**src/shared/bridge_pkg.sv**
```systemverilog
// Constants, register map and field layout of the bus bridge transaction engine
package bridge_pkg;
	// Register indices on the plain register port
	localparam logic [3:0] ADDR_CTRL     = 4'h0;
	localparam logic [3:0] ADDR_INT_STAT = 4'h1;
	localparam logic [3:0] ADDR_PCI_STAT = 4'h2;
	localparam logic [3:0] ADDR_INT_MASK = 4'h3;
	localparam logic [3:0] ADDR_PCI_MASK = 4'h4;
	localparam logic [3:0] ADDR_WIN_BASE = 4'h5;
	localparam logic [3:0] ADDR_REG_BASE = 4'h6;
	// Control register fields
	localparam int CTL_TO_PCI_PWD   = 0;
	localparam int CTL_TO_PCI_DRD   = 1;
	localparam int CTL_FROM_PCI_PWD = 2;
	localparam int CTL_CMD_SEL      = 3;
	localparam logic [3:0] CTRL_RESET = 4'h0;
	// Status fields, same layout in both status registers
	localparam int ST_WR_TABT  = 0;
	localparam int ST_WR_MABT  = 1;
	localparam int ST_RD_TABT  = 2;
	localparam int ST_RD_MABT  = 3;
	localparam int ST_PF_DISC  = 4;
	localparam int ST_WR_BERR  = 5;
	localparam int ST_W        = 6;
	localparam logic [5:0] MASK_RESET = 6'h00;
	// Burst and window geometry
	localparam int BURST_MAX   = 16;
	localparam int WIN_BITS    = 21;
	localparam int BLOCK_BITS  = 6;
	// Delayed read hold limit
	localparam int DISCARD_CLKS = 32768;
	// PCI command codes
	localparam logic [3:0] CMD_MEM_RD  = 4'h6;
	localparam logic [3:0] CMD_MEM_WR  = 4'h7;
	localparam logic [3:0] CMD_CFG_RD  = 4'ha;
	localparam logic [3:0] CMD_CFG_WR  = 4'hb;
	localparam logic [3:0] CMD_MEM_RDM = 4'hc;
	localparam logic [3:0] CMD_MEM_RDL = 4'he;
	localparam logic [3:0] CMD_MEM_WRI = 4'hf;
	// Internal bus command kinds
	localparam logic [1:0] IB_IO_WR  = 2'h0;
	localparam logic [1:0] IB_IO_RD  = 2'h1;
	localparam logic [1:0] IB_MEM_WR = 2'h2;
	localparam logic [1:0] IB_MEM_RD = 2'h3;
	// Internal slave answers
	localparam logic [1:0] RSP_WAIT  = 2'h0;
	localparam logic [1:0] RSP_ACK   = 2'h1;
	localparam logic [1:0] RSP_RETRY = 2'h2;
	localparam logic [1:0] RSP_DISC  = 2'h3;
	// PCI master outcomes
	localparam logic [1:0] END_OK   = 2'h0;
	localparam logic [1:0] END_TABT = 2'h1;
	localparam logic [1:0] END_MABT = 2'h2;
endpackage : bridge_pkg

```
**src/hw/bus_bridge.sv**
```systemverilog
// Transaction engine of the internal bus to PCI bridge
//
// Design decisions made here: the strobed register port and the address map.
module bus_bridge #(
	parameter int DATA_W       = 32,
	parameter int DISCARD_LIM  = bridge_pkg::DISCARD_CLKS
) (
	input  wire logic              clk,
	input  wire logic              rst,
	input  wire logic              ce,
	// Register port
	input  wire logic [3:0]        reg_addr,
	input  wire logic [31:0]       reg_wdata,
	input  wire logic              reg_wr,
	input  wire logic              reg_rd,
	output logic [31:0]            reg_rdata,
	// Internal bus slave side: requests toward PCI
	input  wire logic              ib_req,
	input  wire logic              ib_write,
	input  wire logic              ib_first,
	input  wire logic [31:0]       ib_addr,
	input  wire logic [3:0]        ib_cmd,
	input  wire logic [DATA_W-1:0] ib_wdata,
	output logic [1:0]             ib_rsp,
	output logic [DATA_W-1:0]      ib_rdata,
	// PCI master engine
	output logic                   pm_start,
	output logic                   pm_write,
	output logic [31:0]            pm_addr,
	output logic [3:0]             pm_cmd,
	output logic [DATA_W-1:0]      pm_wdata,
	input  wire logic              pm_done,
	input  wire logic [1:0]        pm_end,
	input  wire logic [DATA_W-1:0] pm_rdata,
	// PCI target decode
	input  wire logic              pt_req,
	input  wire logic              pt_first,
	input  wire logic [31:0]       pt_addr,
	input  wire logic [3:0]        pt_cmd,
	input  wire logic [DATA_W-1:0] pt_wdata,
	output logic                   pt_claim,
	output logic [1:0]             pt_rsp,
	// Internal bus master side: writes from PCI
	output logic                   im_start,
	output logic [1:0]             im_cmd,
	output logic [31:0]            im_addr,
	output logic [DATA_W-1:0]      im_wdata,
	input  wire logic              im_done,
	input  wire logic              im_berr,
	// Interrupts toward CPU and PCI host
	output logic                   irq_cpu,
	output logic                   irq_pci
);
	import bridge_pkg::*;

	initial begin
		if (DATA_W < 8 || DATA_W > 32 || DISCARD_LIM < 2 || DISCARD_LIM > 65536) $error("bus_bridge: bad parameter");
	end

	typedef enum logic [4:0] {
		S_IDLE = 5'b00001, S_WR = 5'b00010, S_RD = 5'b00100, S_HOLD = 5'b01000, S_DONE = 5'b10000
	} out_e;
	out_e ost_q;

	logic [3:0]        ctrl_q;
	logic [ST_W-1:0]   ist_q, pst_q, imask_q, pmask_q;
	logic [31:0]       win_q, regb_q;
	logic              ostart_q, o_isrd_q, o_nd_q, o_np_q;
	logic [31:0]       oaddr_q;
	logic [3:0]        ocmd_q;
	logic [DATA_W-1:0] odata_q;
	logic [DATA_W-1:0] rbuf_q;
	logic              ib_act_q, ib_wait_q;
	logic [4:0]        ib_cnt_q, pt_cnt_q;
	logic [15:0]       hold_q;
	logic              ipend_q, ibusy_q, istart_q;
	logic [31:0]       iaddr_q;
	logic [DATA_W-1:0] idata_q;
	logic [ST_W-1:0]   set_i, set_p;

	// Position within the aligned address block
	function automatic logic at_block_end(input logic [31:0] a);
		return &a[BLOCK_BITS-1:2];
	endfunction : at_block_end

	// Accepted target command test
	function automatic logic cmd_ok(input logic [3:0] c);
		return c == CMD_MEM_RD || c == CMD_MEM_WR || c == CMD_CFG_RD || c == CMD_CFG_WR ||
			c == CMD_MEM_RDM || c == CMD_MEM_RDL || c == CMD_MEM_WRI;
	endfunction : cmd_ok

	logic in_win, in_regs, is_cfg, pt_wr_cmd, pt_hit, ib_match, ib_burst_end;
	assign in_win  = pt_addr[31:WIN_BITS] == win_q[31:WIN_BITS];
	assign in_regs = pt_addr[31:8] == regb_q[31:8];
	assign is_cfg  = pt_cmd == CMD_CFG_RD || pt_cmd == CMD_CFG_WR;
	assign pt_wr_cmd = pt_cmd == CMD_MEM_WR || pt_cmd == CMD_MEM_WRI;
	// Register hits are served elsewhere, never forwarded through the window
	assign pt_hit  = pt_req && cmd_ok(pt_cmd) && !is_cfg && in_win && !in_regs;
	assign pt_claim = pt_req && cmd_ok(pt_cmd) && (is_cfg || in_win || in_regs);
	assign ib_match = ib_addr == oaddr_q && ib_cmd == ocmd_q;
	assign ib_burst_end = ib_cnt_q == 5'(BURST_MAX - 1) || at_block_end(ib_addr);

	// Register writes and status updates
	always_ff @(posedge clk) begin
		if (rst) begin
			ctrl_q <= CTRL_RESET;
			imask_q <= MASK_RESET;
			pmask_q <= MASK_RESET;
			win_q <= '0;
			regb_q <= '0;
			ist_q <= '0;
			pst_q <= '0;
		end else if (ce) begin
			if (reg_wr && reg_addr == ADDR_CTRL) ctrl_q <= reg_wdata[3:0];
			if (reg_wr && reg_addr == ADDR_INT_MASK) imask_q <= reg_wdata[ST_W-1:0];
			if (reg_wr && reg_addr == ADDR_PCI_MASK) pmask_q <= reg_wdata[ST_W-1:0];
			if (reg_wr && reg_addr == ADDR_WIN_BASE) win_q <= {reg_wdata[31:WIN_BITS], 21'h0};
			if (reg_wr && reg_addr == ADDR_REG_BASE) regb_q <= {reg_wdata[31:8], 8'h00};
			// Write one to clear, a new event wins
			ist_q <= (ist_q & ~((reg_wr && reg_addr == ADDR_INT_STAT) ? reg_wdata[ST_W-1:0] : '0)) | set_i;
			pst_q <= (pst_q & ~((reg_wr && reg_addr == ADDR_PCI_STAT) ? reg_wdata[ST_W-1:0] : '0)) | set_p;
		end
	end

	// Register reads, data one cycle later
	always_ff @(posedge clk) begin
		if (rst) reg_rdata <= '0;
		else if (ce) begin
			reg_rdata <= '0;
			if (reg_rd) begin
				unique case (reg_addr)
					ADDR_CTRL:     reg_rdata <= {28'h0, ctrl_q};
					ADDR_INT_STAT: reg_rdata <= {26'h0, ist_q};
					ADDR_PCI_STAT: reg_rdata <= {26'h0, pst_q};
					ADDR_INT_MASK: reg_rdata <= {26'h0, imask_q};
					ADDR_PCI_MASK: reg_rdata <= {26'h0, pmask_q};
					ADDR_WIN_BASE: reg_rdata <= win_q;
					ADDR_REG_BASE: reg_rdata <= regb_q;
					default:       reg_rdata <= '0;
				endcase
			end
		end
	end

	// Masked interrupt outputs
	assign irq_cpu = |(ist_q & ~imask_q);
	assign irq_pci = |(pst_q & ~pmask_q);

	// Status events from PCI outcomes, internal bus errors and discard timer
	always_comb begin
		set_i = '0;
		set_p = '0;
		if (ce && ost_q == S_WR && pm_done && pm_end != END_OK) begin
			set_i[pm_end == END_TABT ? ST_WR_TABT : ST_WR_MABT] = 1'b1;
			set_p[pm_end == END_TABT ? ST_RD_TABT : ST_RD_MABT] = 1'b1;
		end
		if (ce && ost_q == S_RD && pm_done && pm_end != END_OK) begin
			set_i[pm_end == END_TABT ? ST_RD_TABT : ST_RD_MABT] = 1'b1;
			set_p[pm_end == END_TABT ? ST_RD_TABT : ST_RD_MABT] = 1'b1;
		end
		if (ce && ost_q == S_HOLD && 32'(hold_q) >= 32'(DISCARD_LIM - 1) && !(ib_req && !ib_write && ib_match))
			set_p[ST_PF_DISC] = 1'b1;
		if (ce && ibusy_q && im_done && im_berr) begin
			set_i[ST_WR_BERR] = 1'b1;
			set_p[ST_WR_BERR] = 1'b1;
		end
	end

	// Outbound engine: internal bus requests to PCI
	always_ff @(posedge clk) begin
		if (rst) begin
			ost_q <= S_IDLE;
			ostart_q <= 1'b0;
			o_isrd_q <= 1'b0;
			o_nd_q <= 1'b0;
			o_np_q <= 1'b0;
			oaddr_q <= '0;
			ocmd_q <= '0;
			odata_q <= '0;
			rbuf_q <= '0;
			hold_q <= '0;
		end else if (ce) begin
			ostart_q <= 1'b0;
			unique case (ost_q)
				S_IDLE: if (ib_req && ib_first) begin
					// Latch address, command and first word only
					oaddr_q <= ib_addr;
					ocmd_q <= ib_cmd;
					odata_q <= ib_wdata;
					o_isrd_q <= !ib_write;
					o_nd_q <= ctrl_q[CTL_TO_PCI_DRD];
					o_np_q <= ctrl_q[CTL_TO_PCI_PWD];
					ostart_q <= 1'b1;
					ost_q <= ib_write ? S_WR : S_RD;
				end
				S_WR: if (pm_done) ost_q <= o_np_q ? S_DONE : S_IDLE;
				S_RD: if (pm_done) begin
					rbuf_q <= pm_end == END_OK ? pm_rdata : '0;
					hold_q <= '0;
					ost_q <= o_nd_q ? S_DONE : S_HOLD;
				end
				S_HOLD: begin
					hold_q <= hold_q + 16'h1;
					if (ib_req && !ib_write && ib_match) ost_q <= S_IDLE;
					else if (32'(hold_q) >= 32'(DISCARD_LIM - 1)) ost_q <= S_IDLE;
				end
				// One word completes here, a continuation then meets the idle disconnect
				S_DONE: if (ib_req) ost_q <= S_IDLE;
				default: ost_q <= S_IDLE;
			endcase
		end
	end

	// Burst word count on the internal side
	always_ff @(posedge clk) begin
		if (rst) ib_cnt_q <= '0;
		else if (ce) begin
			if (!ib_req || ib_first) ib_cnt_q <= '0;
			else if (ib_rsp == RSP_ACK) ib_cnt_q <= ib_cnt_q + 5'h1;
		end
	end

	// Internal side answer
	always_comb begin
		ib_rsp = RSP_WAIT;
		ib_rdata = rbuf_q;
		if (ib_req) begin
			unique case (ost_q)
				S_IDLE: begin
					if (!ib_first) ib_rsp = RSP_DISC;
					else if (ib_write && !ctrl_q[CTL_TO_PCI_PWD]) ib_rsp = RSP_ACK;
					else if (!ib_write && !ctrl_q[CTL_TO_PCI_DRD]) ib_rsp = RSP_RETRY;
					else ib_rsp = RSP_WAIT;
				end
				S_WR: ib_rsp = (o_np_q && !ib_first) ? RSP_WAIT : RSP_RETRY;
				S_RD: ib_rsp = (o_nd_q && !ib_first) ? RSP_WAIT : RSP_RETRY;
				S_HOLD: begin
					if (!ib_write && ib_match) ib_rsp = ib_burst_end ? RSP_DISC : RSP_ACK;
					else ib_rsp = RSP_RETRY;
				end
				S_DONE: ib_rsp = ib_first ? RSP_RETRY : (o_np_q || !ib_write ? RSP_ACK : RSP_DISC);
				default: ib_rsp = RSP_RETRY;
			endcase
		end
	end

	assign pm_start = ostart_q;
	assign pm_write = ost_q == S_WR;
	assign pm_addr  = oaddr_q;
	assign pm_cmd   = ocmd_q;
	assign pm_wdata = odata_q;

	// Inbound posted write: PCI to internal bus
	always_ff @(posedge clk) begin
		if (rst) begin
			ipend_q <= 1'b0;
			ibusy_q <= 1'b0;
			istart_q <= 1'b0;
			iaddr_q <= '0;
			idata_q <= '0;
			pt_cnt_q <= '0;
		end else if (ce) begin
			istart_q <= 1'b0;
			if (pt_hit && pt_wr_cmd && pt_rsp == RSP_ACK && !ipend_q) begin
				ipend_q <= 1'b1;
				iaddr_q <= pt_addr;
				idata_q <= pt_wdata;
				istart_q <= 1'b1;
				ibusy_q <= 1'b1;
			end else if (ibusy_q && im_done) begin
				ibusy_q <= 1'b0;
				ipend_q <= 1'b0;
			end
			if (!pt_req || pt_first) pt_cnt_q <= '0;
			else if (pt_rsp == RSP_ACK) pt_cnt_q <= pt_cnt_q + 5'h1;
		end
	end

	// Target answer toward PCI
	always_comb begin
		pt_rsp = RSP_WAIT;
		if (pt_hit && pt_wr_cmd) begin
			if (ipend_q) pt_rsp = RSP_RETRY;
			else if (pt_cnt_q == 5'(BURST_MAX - 1) || at_block_end(pt_addr)) pt_rsp = RSP_DISC;
			else if (&pt_addr[WIN_BITS-1:2]) pt_rsp = RSP_DISC;
			else pt_rsp = RSP_ACK;
		end else if (pt_hit) pt_rsp = RSP_RETRY;
	end

	assign im_start = istart_q;
	assign im_cmd   = ctrl_q[CTL_CMD_SEL] ? IB_MEM_WR : IB_IO_WR;
	assign im_addr  = {11'h0, iaddr_q[WIN_BITS-1:0]};
	assign im_wdata = idata_q;

	// Checks
	a_np_wait_done: assert property (@(posedge clk) disable iff (rst)
		ce && ost_q == S_WR && o_np_q && ib_req && !ib_first |-> ib_rsp == RSP_WAIT) else $error("no wait");
	a_np_first_word: assert property (@(posedge clk) disable iff (rst)
		ce && ost_q == S_IDLE && ib_req && ib_first |=> odata_q == $past(ib_wdata)) else $error("word lost");
	a_wr_abort_flag: assert property (@(posedge clk) disable iff (rst)
		ce && ost_q == S_WR && pm_done && pm_end == END_TABT |=> ist_q[ST_WR_TABT] && pst_q[ST_RD_TABT])
		else $error("abort flag");
	a_dr_retry_new: assert property (@(posedge clk) disable iff (rst)
		ib_req && ib_first && !ib_write && ost_q == S_IDLE && !ctrl_q[CTL_TO_PCI_DRD] |-> ib_rsp == RSP_RETRY)
		else $error("no retry");
	a_dr_mismatch: assert property (@(posedge clk) disable iff (rst)
		ost_q == S_HOLD && ib_req && !ib_match |-> ib_rsp == RSP_RETRY) else $error("mismatch served");
	a_burst_cap: assert property (@(posedge clk) disable iff (rst)
		ib_rsp == RSP_ACK |-> ib_cnt_q < 5'(BURST_MAX)) else $error("burst too long");
	a_discard_flag: assert property (@(posedge clk) disable iff (rst)
		ce && ost_q == S_HOLD && set_p[ST_PF_DISC] |=> ost_q == S_IDLE && pst_q[ST_PF_DISC])
		else $error("discard");
	a_abort_zero: assert property (@(posedge clk) disable iff (rst)
		ce && ost_q == S_RD && pm_done && pm_end != END_OK |=> rbuf_q == '0) else $error("nonzero");
	a_cmd_ignore: assert property (@(posedge clk) disable iff (rst)
		pt_req && (pt_cmd[3:1] == 3'h1 || pt_cmd == 4'hd || pt_cmd[3:1] == 3'h0) |-> !pt_claim)
		else $error("ignored cmd");
	a_post_retry: assert property (@(posedge clk) disable iff (rst)
		ipend_q && pt_hit && pt_wr_cmd |-> pt_rsp == RSP_RETRY) else $error("no retry");
	a_cmd_select: assert property (@(posedge clk) disable iff (rst)
		im_start |-> im_cmd == (ctrl_q[CTL_CMD_SEL] ? IB_MEM_WR : IB_IO_WR)) else $error("cmd type");
	a_berr_flag: assert property (@(posedge clk) disable iff (rst)
		ce && ibusy_q && im_done && im_berr |=> ist_q[ST_WR_BERR] && pst_q[ST_WR_BERR]) else $error("berr");
	c_delayed_read: cover property (@(posedge clk) ost_q == S_HOLD && ib_rsp == RSP_ACK);
	c_np_write: cover property (@(posedge clk) ost_q == S_DONE && o_np_q);
	c_post_in: cover property (@(posedge clk) im_start);
endmodule : bus_bridge

```
**config.mk**
```make
export PLATFORM = sky130hd
export DESIGN_NAME = bus_bridge
export DESIGN_NICKNAME = d
export VERILOG_FILES = /design/src/shared/bridge_pkg.sv /design/src/hw/bus_bridge.sv
export SDC_FILE = /design/constraint.sdc
export NUM_CORES = 1
export LEC_CHECK = 0
export BUFFER_PORTS_ARGS = -buffer_cell sky130_fd_sc_hd__buf_2
export CORE_MARGIN = 2
export CORE_UTILIZATION = 40
export CTS_CLUSTER_SIZE = 25
export DETAILED_ROUTE_END_ITERATION = 8
export MAX_ROUTING_LAYER = met4
export PLACE_DENSITY = 0.66
export SLEW_MARGIN = 20
export SYNTH_ARGS = -nofsm -noshare
export SYNTH_HDL_FRONTEND = slang
export SYNTH_SLANG_ARGS = --single-unit
```
**constraint.sdc**
```tcl
create_clock -name clk -period 2.6 [get_ports clk]
set_input_delay 0.26 -clock clk [delete_from_list [all_inputs] [get_ports clk]]
set_output_delay 0.26 -clock clk [all_outputs]
set_load 0.03 [all_outputs]
```
## Word level (Yosys, flattened, before mapping)

Index checks and enable logic that the tools add are counted.

| storage, ports and cells | value |
|---|---|
| flip-flop bits (word level) | 284 |
| bits of input ports | 219 |
| output and inout port bits | 208 |
| logic and storage cells | 220 |

| cells by class | value |
|---|---|
| add/sub/neg operators | 3 |
| order comparisons | 5 |
| eq/ne operators | 32 |
| multiplexer cells | 56 |
| bitwise gates (word level) | 12 |
| reductions and logical operators | 89 |

Operator list:

| operator | count |
|---|---|
| $pmux W32 S7 | 1 |
| $mux W32 | 2 |
| $mux W5 | 12 |
| $logic_and A1 B1 Y1 | 39 |
| $mux W6 | 6 |
| $eq A32 B32 Y1 | 1 |
| $mux W2 | 16 |
| $pmux W16 S2 | 1 |
| $pmux W5 S5 | 1 |
| $and A6 B6 Y6 | 4 |
| $eq A24 B24 Y1 | 1 |
| $not A6 Y6 | 4 |
| $or A6 B6 Y6 | 4 |
| $eq A4 B3 Y1 const B | 5 |
| $eq A4 B4 Y1 const B | 5 |
| $reduce_and A19 Y1 | 1 |
| $reduce_and A2 Y1 | 9 |
| $add A16 B1 Y16 const B | 1 |
| $ge A16 B15 Y1 const B | 1 |
| $mux W16 | 1 |
| $eq A5 B4 Y1 const B | 3 |
| $logic_or A1 B1 Y1 | 15 |
| $mux W1 | 12 |
| $reduce_or A6 Y1 | 2 |
| 27 further kinds | 50 |

## Logic depth before layout (Yosys ltp)

Gate-level depths: netlist (run 1).

| depth | value |
|---|---|
| word-level depth | 18 |
| depth in mapped cells | 9 |
| depth with buffers taken out | 8 |

## Worst setup path after synthesis (run 1)

Ideal clock, no wire load.

| timing path | value |
|---|---|
| kind | reg2out |
| from | register win_q[29] |
| to | output port pt_rsp[1] |
| arrival time | 2.145 ns |
| data required time | 2.340 ns |
| slack | 0.195 ns |
| cell stages (with the launch flop) | 6 |
| path buffers | 0 |
| cells stage by stage | dfxtp_1 -> xor2_1 -> nor4_2 -> nand3_1 -> or2_1 -> nor4_1 |

| between the ends | value |
|---|---|
| cells in the longest elaborated chain, start to end | 5 |
| elaborated cells on any way between the ends | 6 |
| classes of those cells | eq/ne (1); mux (2); reduce/logical (3) |

RTL lines:

| what | line | text |
|---|---|---|
| start: declaration | bus_bridge.sv:67 | `logic [31:0] win_q, regb_q;` |
| start signal: assignment | bus_bridge.sv:117 | `if (reg_wr && reg_addr == ADDR_WIN_BASE) win_q <= {reg_wdata[31:WIN_BITS], 21'h0};` |
| $eq A11 B11 Y1 * | bus_bridge.sv:93 | `assign in_win = pt_addr[31:WIN_BITS] == win_q[31:WIN_BITS];` |
| $logic_and A1 B1 Y1 * (2 in a row) | bus_bridge.sv:98 | `assign pt_hit = pt_req && cmd_ok(pt_cmd) && !is_cfg && in_win && !in_regs;` |
| $mux W2 / $logic_and A1 B1 Y1 (equally long branches) | bus_bridge.sv:287, bus_bridge.sv:282 |  |
| $mux W2 * | bus_bridge.sv:282 | `if (pt_hit && pt_wr_cmd) begin` |
| end: declaration | bus_bridge.sv:42 | `output logic [1:0] pt_rsp,` |

Mark *: on every way between the ends. The rest lies on a longest branch, timed or not.

## Worst setup path after layout (run 1)

| timing path | value |
|---|---|
| from | register oaddr_q[1] (netlist: pm_addr[1]) |
| to | output port ib_rsp[0] |

| between the ends | value |
|---|---|
| cells in the longest elaborated chain, start to end | 6 |

RTL lines:

| what | line | text |
|---|---|---|
| start: declaration | bus_bridge.sv:69 | `logic [31:0] oaddr_q;` |
| start signal: assignment | bus_bridge.sv:187 | `oaddr_q <= ib_addr;` |
| $eq A32 B32 Y1 | bus_bridge.sv:100 | `assign ib_match = ib_addr == oaddr_q && ib_cmd == ocmd_q;` |
| $logic_and A1 B1 Y1 | bus_bridge.sv:100 |  |
| $logic_and A1 B1 Y1 | bus_bridge.sv:238 | `if (!ib_write && ib_match) ib_rsp = ib_burst_end ? RSP_DISC : RSP_ACK;` |
| $mux W2 | bus_bridge.sv:238 |  |
| $pmux W2 S5 | bus_bridge.sv:228 | `unique case (ost_q)` |
| $mux W2 | bus_bridge.sv:227 | `if (ib_req) begin` |
| end: declaration | bus_bridge.sv:24 | `output logic [1:0] ib_rsp,` |

Every way passes these cells.

==> results of run 1 <==
==> area by class of cell <==
cell class,instances,area (um2),area share (%)
antenna,2,5.005,0.02907
clock buffer,46,1020,5.924
clock inverter,13,151.4,0.8795
inverter,25,93.84,0.5451
multi-input combinational,1037,6076,35.30
sequential,282,5655,32.85
tap,390,488.0,2.835
timing repair buffer,578,3725,21.64
==> power groups by stage <==
stage,clock (W),combinational (W),sequential (W)
2_1_floorplan,0,0.000537,0.00462
3_3_place_gp,0,0.00101,0.00453
3_5_place_dp,0,0.00102,0.00454
4_1_cts,0.00503,0.00119,0.00444
5_1_grt,0.00521,0.00134,0.00445
6_report,0.00491,0.00124,0.00445
==> state kept, by name (all words and copies together), names as in the netlist, 5 cells and up <==
signal	flops
win_q	11
ib_cnt_q	5
iaddr_q	21
pm_wdata	32
ist_q	6
regb_q	24
hold_q	16
pt_cnt_q	5
imask_q	6
im_wdata	32
pm_addr	32
ib_rdata	32
reg_rdata	30
pst_q	6
ost_q	5
pmask_q	6
==> logic make-up (layout without fill, tap and decap cells) <==
kind of cell | Yosys count | in the layout
and+or+nand+nor | 537 | 537
AOI/OAI and AO/OA | 370 | 370
DFF | 282 | 282
buffers and inverters | 145 | 662
xor gates and xnor gates | 82 | 82
muxes | 29 | 29
adders and majority gates | 5 | 5
other | 1 | 16
==> final timing paths <==
kind                     start           end  cells after the start
setup / recovery    pm_addr[1]     ib_rsp[0]                      7
setup reg to reg   pt_cnt_q[0]   iaddr_q[15]                      8
hold reg to reg   pm_wdata[24]  pm_wdata[24]                      2
hold / removal     ib_addr[27]   pm_addr[27]                      3
==> Yosys cell counts (4+ instances only) <==
cell / number
dfxtp_1: 282
nand2_1: 250
a21oi_1: 200
nor2_1: 96
nand4_1: 73
clkbuf_1: 70
xnor2_1: 62
o21ai_1: 57
a22o_1: 32
a22oi_1: 30
mux2i_1: 24
nand3_1: 24
inv_1: 23
buf_2: 22
nand2b_1: 22
xor2_1: 20
buf_4: 16
nor3_1: 16
or3_1: 12
nor2b_1: 8
buf_1: 7
o21ai_0: 7
a221oi_1: 5
and3_1: 5
buf_6: 5
ha_1: 5
nor4_1: 5
nor4_2: 5
a211oi_1: 4
and4_1: 4
mux4_2: 4
nand3b_1: 4
o21a_1: 4
o22ai_1: 4
==> worst max-delay path: stages, from the launching register on <==
cell and delay, ns:
dfxtp_1 0.34, xnor2_2 0.25, nand4_1 0.20, nor4_4 0.32, nand3_1 0.15, o21ai_1 0.17, and3b_1 0.18, clkbuf_4 0.20
==> through the flow <==
stage	total power (W)	setup WS (ns)	utilization, %	TNS (ns)
floorplan	0.005160	0.1947	-	0
global placement	0.005540	0.2438	48.67	0
detailed placement	0.005554	0.09422	48.69	0
CTS	0.01065	0.0007463	57.29	0
global route	0.01100	-0.1267	57.77	-0.2111
finish	0.01060	0.02177	57.77	0
==> layer usage <==
metal / global-route usage, % / vias up / routed length, um
met4: 10.30 / 0 / 1447
met5: - / - / 0
met2: 38.74 / 479 / 18850
met3: 3.836 / 111 / 2411
met1: 29.03 / 5828 / 16030
li1: - / 6048 / -
==> repair_timing <==
action                     CTS  global route
pin swaps                    1            13
buffers inserted             0             6
resized for setup           11            17
hold endpoints to repair   142             0
hold buffers               134             0
setup endpoints to repair    4             5
==> out/results.ini, run 1 <==
[route]
detail_route.wl_per_cell_um = 16.32
drc = 0
vias = 12466
drt_first_iter_violations = 744
firstDrtPassIters = 7
ant_nets = 0
wirelength_um = 38740
via_per_inst = 5.253

[final_layout]
nFillCells = 2719
mostFrequentLayoutCell = buf_2
fin_nets = 2182
instances_no_fill = 2373
final_cell_mix = buf_2 (406), dfxtp_1 (274), nand2_1 (250)
design_area_um2 = 17210
area_growth_pct = 41.27
drive_above_1_share_pct = 27.56

[power_and_ir_drop]
ir_worst_vdd_v = 0.0004842
pwr_density_cell_nw_per_um2 = 615.7
swShare_pct = 24.87
pwr-share-seq_pct = 42.0
power.share.clock_pct = 46.3
power.share.combinational_pct = 11.7
p_leak_nw = 6.981
p_int_w = 0.007963
p_sw_w = 0.002636

[clocking]
clock_latency_ns = 0.51
clkTransAtPathRegs_ns = 0.06
numCtsBuffers = 34
clock_path_buffers = 3
cts.sinks = 282
htree_levels = 2
cts_tree = yes
cts-root-buf = clkbuf_16

[yosys]
yosysTopAreaCell = dfxtp_1
yosysTopAreaCellShare_pct = 46.33
synth-warning-count = 0
synth_edf_count = 0
synth.area.mux_share_pct = 2.803
synth_seq_cells = 282
yosys.area_share.simple_pct = 20.70
synth_top_family_by_area = simple AND/OR/NAND/NOR gates
async_flop_share_pct = 0
synth_area_per_cell_um2 = 8.398
syn_inst = 1451
synth_compound_area_share_pct = 18.24
yosysUniqueCellTypes = 59
yosys.area_share.adder_pct = 0.5134
synth.cell_area_um2 = 12190
ys_seq_area_share_pct = 46.33
synth.area.top_cells = dfxtp_1 (46%), a21oi_1 (8.2%), nand2_1 (7.7%)
synthFlopType = dfxtp_1
synth_xor_area_share_pct = 5.894

[global_route]
grt_pass1_vias = 11942
grt.overflow.total = 0
antenna_found_initial = 2
grt_first_pass_wirelength_um = 59880
grt_use_total_pct = 23.75
grt_max_degree = 92

[worst_setup_path]
cp-end-kind = primary output
path_class = reg -> out
critPathLaunchType = flop
regToRegSetupSlack_ns = 0.25
worstPathRequired_ns = 2.34
crit_arrival_ns = 2.32
path_max_fanout = 3

[sta]
whs_ns = 0.02104
final_max_slew_viol_count = 0
max_freq_mhz = 387.9
finalHoldViolCount = 0
min_period_ns = 2.578
finalSetupViolCount = 0
relSlewSlack_pct = 33.39
worst_pin_slew_ns = 0.9992
finClkSkew_ns = 0.01650
fin_crit_sh_pct = 99.16

[hold_path]
hold_class = in -> reg

[floorplanning]
die_area_um2 = 31880
coreArea_um2 = 29800
die_w_um = 178.5
io_pins = 427
die_h_um = 178.5
rows = 63
start_util_pct = 40.90

[placed_design]
dpl.hpwl_um = 26240
dp_cells = 2172
gp_congestion = 0.8868
place_area_um2 = 14510
io_buffers = 410

[run_status]
status = finished, final reports clean

[flow_run]
drv_cap = 0

(Power assumes the default switching activity.)
==> run 2: changes to the inputs <==
Clock period 2.6 ns to 2.75 ns, I/O delays scaled along.
==> run 2 against run 1 <==
Against the previous run:
- combinational power hardly changed
- largest power group is now registers
- critical endpoint is now pt_rsp[1]
- clock skew grew 0.0046 ns
- critical path depth decreased by 1
- clock-buffer cell count is 4 lower
- sequential share of layout area decreased by 0.29 points
- setup slack improved by 0.029 ns
- die area unchanged
- via count is essentially flat
- total power fell by 11%
- wire length increased by 1.7%
- sequential power decreased by 5.6%
==> out/results.ini, run 2 (synthesis gave the netlist of run 1 again) <==
[global_route]
antenna_found_initial = 5  ; was 2
grt_first_pass_wirelength_um = 60550  ; was 59880 um
grt_pass1_vias = 11727  ; was 11.94k
grt.overflow.total = 0  ; unchanged
grt_use_total_pct = 23.89  ; was 23.75%
grt_max_degree = 94  ; was 92

[placed_design]
io_buffers = 410  ; unchanged
dpl.hpwl_um = 26150  ; was 26240 um
gp_congestion = 0.8893  ; was 0.8868

[worst_setup_path]
path_class = reg -> out  ; unchanged
path_max_fanout = 3  ; unchanged
r2r_cells = 9  ; was 8
worstPathRequired_ns = 2.48  ; was 2.34 ns
regToRegSetupSlack_ns = 0.33  ; was 0.25 ns
cp-end-kind = primary output  ; unchanged
crit_arrival_ns = 2.42  ; was 2.32 ns
critPathLaunchType = flop  ; unchanged

[sta]
relSlewSlack_pct = 33.60  ; was 33.39%
final_max_slew_viol_count = 0  ; unchanged
finalHoldViolCount = 0  ; unchanged
max_freq_mhz = 370.5
min_period_ns = 2.699
finClkSkew_ns = 0.02108  ; was 0.01650 ns
worst_pin_slew_ns = 0.9960  ; was 0.9992 ns
fin_crit_sh_pct = 98.16
finalSetupViolCount = 0  ; unchanged

[floorplanning]
die_w_um = 178.5  ; unchanged
start_util_pct = 40.90  ; unchanged
coreArea_um2 = 29800  ; unchanged
die_area_um2 = 31880  ; unchanged
die_h_um = 178.5  ; unchanged
io_pins = 427  ; unchanged
rows = 63  ; unchanged

[clocking]
clock_path_buffers = 3  ; unchanged
numCtsBuffers = 31  ; was 34
cts.sinks = 282  ; unchanged
clock_latency_ns = 0.56  ; was 0.51 ns
cts-root-buf = clkbuf_16  ; unchanged
htree_levels = 1  ; was 2
clkTransAtPathRegs_ns = 0.06  ; about the same
cts_tree = yes  ; unchanged

[hold_path]
hold_class = in -> reg  ; unchanged
hold_path_depth = 3  ; unchanged

[flow_run]
drv_cap = 0  ; unchanged

[final_layout]
final_cell_mix = buf_2 (405), dfxtp_1 (279), nand2_1 (250)  ; was buf_2 (406), dfxtp_1 (274), nand2_1 (250)
fin_util_pct = 58.22  ; was 57.77%
drive_above_1_share_pct = 26.48  ; was 27.56%
mostFrequentLayoutCell = buf_2  ; unchanged
fin_nets = 2219  ; was 2182
area_growth_pct = 42.37  ; was 41.27%

[route]
firstDrtPassIters = 5  ; was 7
via_per_inst = 5.175  ; was 5.253
detail_route.wl_per_cell_um = 16.36  ; was 16.32 um
wirelength_um = 39390  ; was 38740 um
ant_nets = 0  ; unchanged
drt_first_iter_violations = 821  ; was 744
drc = 0  ; unchanged
vias = 12461  ; was 12.47k

[power_and_ir_drop]
pwr_density_cell_nw_per_um2 = 541.2  ; was 615.7 nW/um2
p_leak_nw = 7.034  ; was 6.981 nW
ir_worst_vdd_v = 0.0005452  ; was 0.0004842 V
power_w = 0.009389  ; was 0.01060 W

[run_status]
status = finished, final reports clean  ; unchanged

-- run 2: stage by stage --
step | cells | setup WS, ns | TNS [ns] | hold WS, ns | area (um2)
floorplan | 1464 | 0.3297 | 0 | 0.3627 | 12230
global placement | 2174 | 0.3445 | 0 | 0.4383 | 14500
detailed placement | 2174 | 0.2281 | 0 | 0.4455 | 14500
CTS | 2393 | 0.007406 | 0 | 0.002864 | 17180
global route | 2408 | -0.06268 | -0.1018 | 0.01631 | 17350
finish | 2408 | 0.05067 | 0 | 0.02757 | 17350
-- run 2: area by class of cell --
cell class	instances	area (um2)
diodes	5	12.51
well taps	390	488.0
fillers	2662	12450
clock inverters	9	98.84
repair buffers	618	4104
inverters	25	93.84
multi-input cells	1037	6045
flip-flops and latches	282	5649
clock buffers	42	857.1
-- run 2: repair_timing --
| action | CTS | global route |
|---|---|---|
| hold endpoints to repair | 181 | 0 |
| buffers inserted | 0 | 11 |
| pin swaps | 0 | 10 |
| endpoints found under the setup margin | 3 | 4 |
| gates resized for setup | 8 | 16 |
| hold buffers | 168 | 0 |
-- run 2: worst max-delay path, cell delays in order (launching register included) --
cell and delay, ns:
dfxtp_1 0.34, xor2_1 0.19, nor4_2 0.30, nand3_2 0.15, or2_1 0.28, nor4_2 0.37, buf_4 0.23
-- run 2: where the power goes --
group	leakage, nW	internal (W)	switching, W
Clock	0.475	0.00234	0.00163
Combinational	4.28	0.000533	0.000684
Sequential	2.28	0.00415	0.0000562
Total	7.03	0.00702	0.00237
-- run 2: path summary, 6_finish.rpt --
path | endpoint | from
worst min-delay path | ctrl_q[3] | reg_wdata[3]
worst min register to register | pm_wdata[4] | pm_wdata[4]
worst max-delay path | pt_rsp[1] | win_q[26]
worst max register to register | iaddr_q[1] | pt_cnt_q[0]
-- run 2: metal layers --
layer | track usage (%) | vias up | wire [um]
li1 | - | 6121 | -
met1 | 30.08 | 5830 | 16670
met2 | 39.41 | 409 | 19380
met3 | 3.048 | 101 | 2017
met4 | 8.537 | 0 | 1328
met5 | - | - | 0
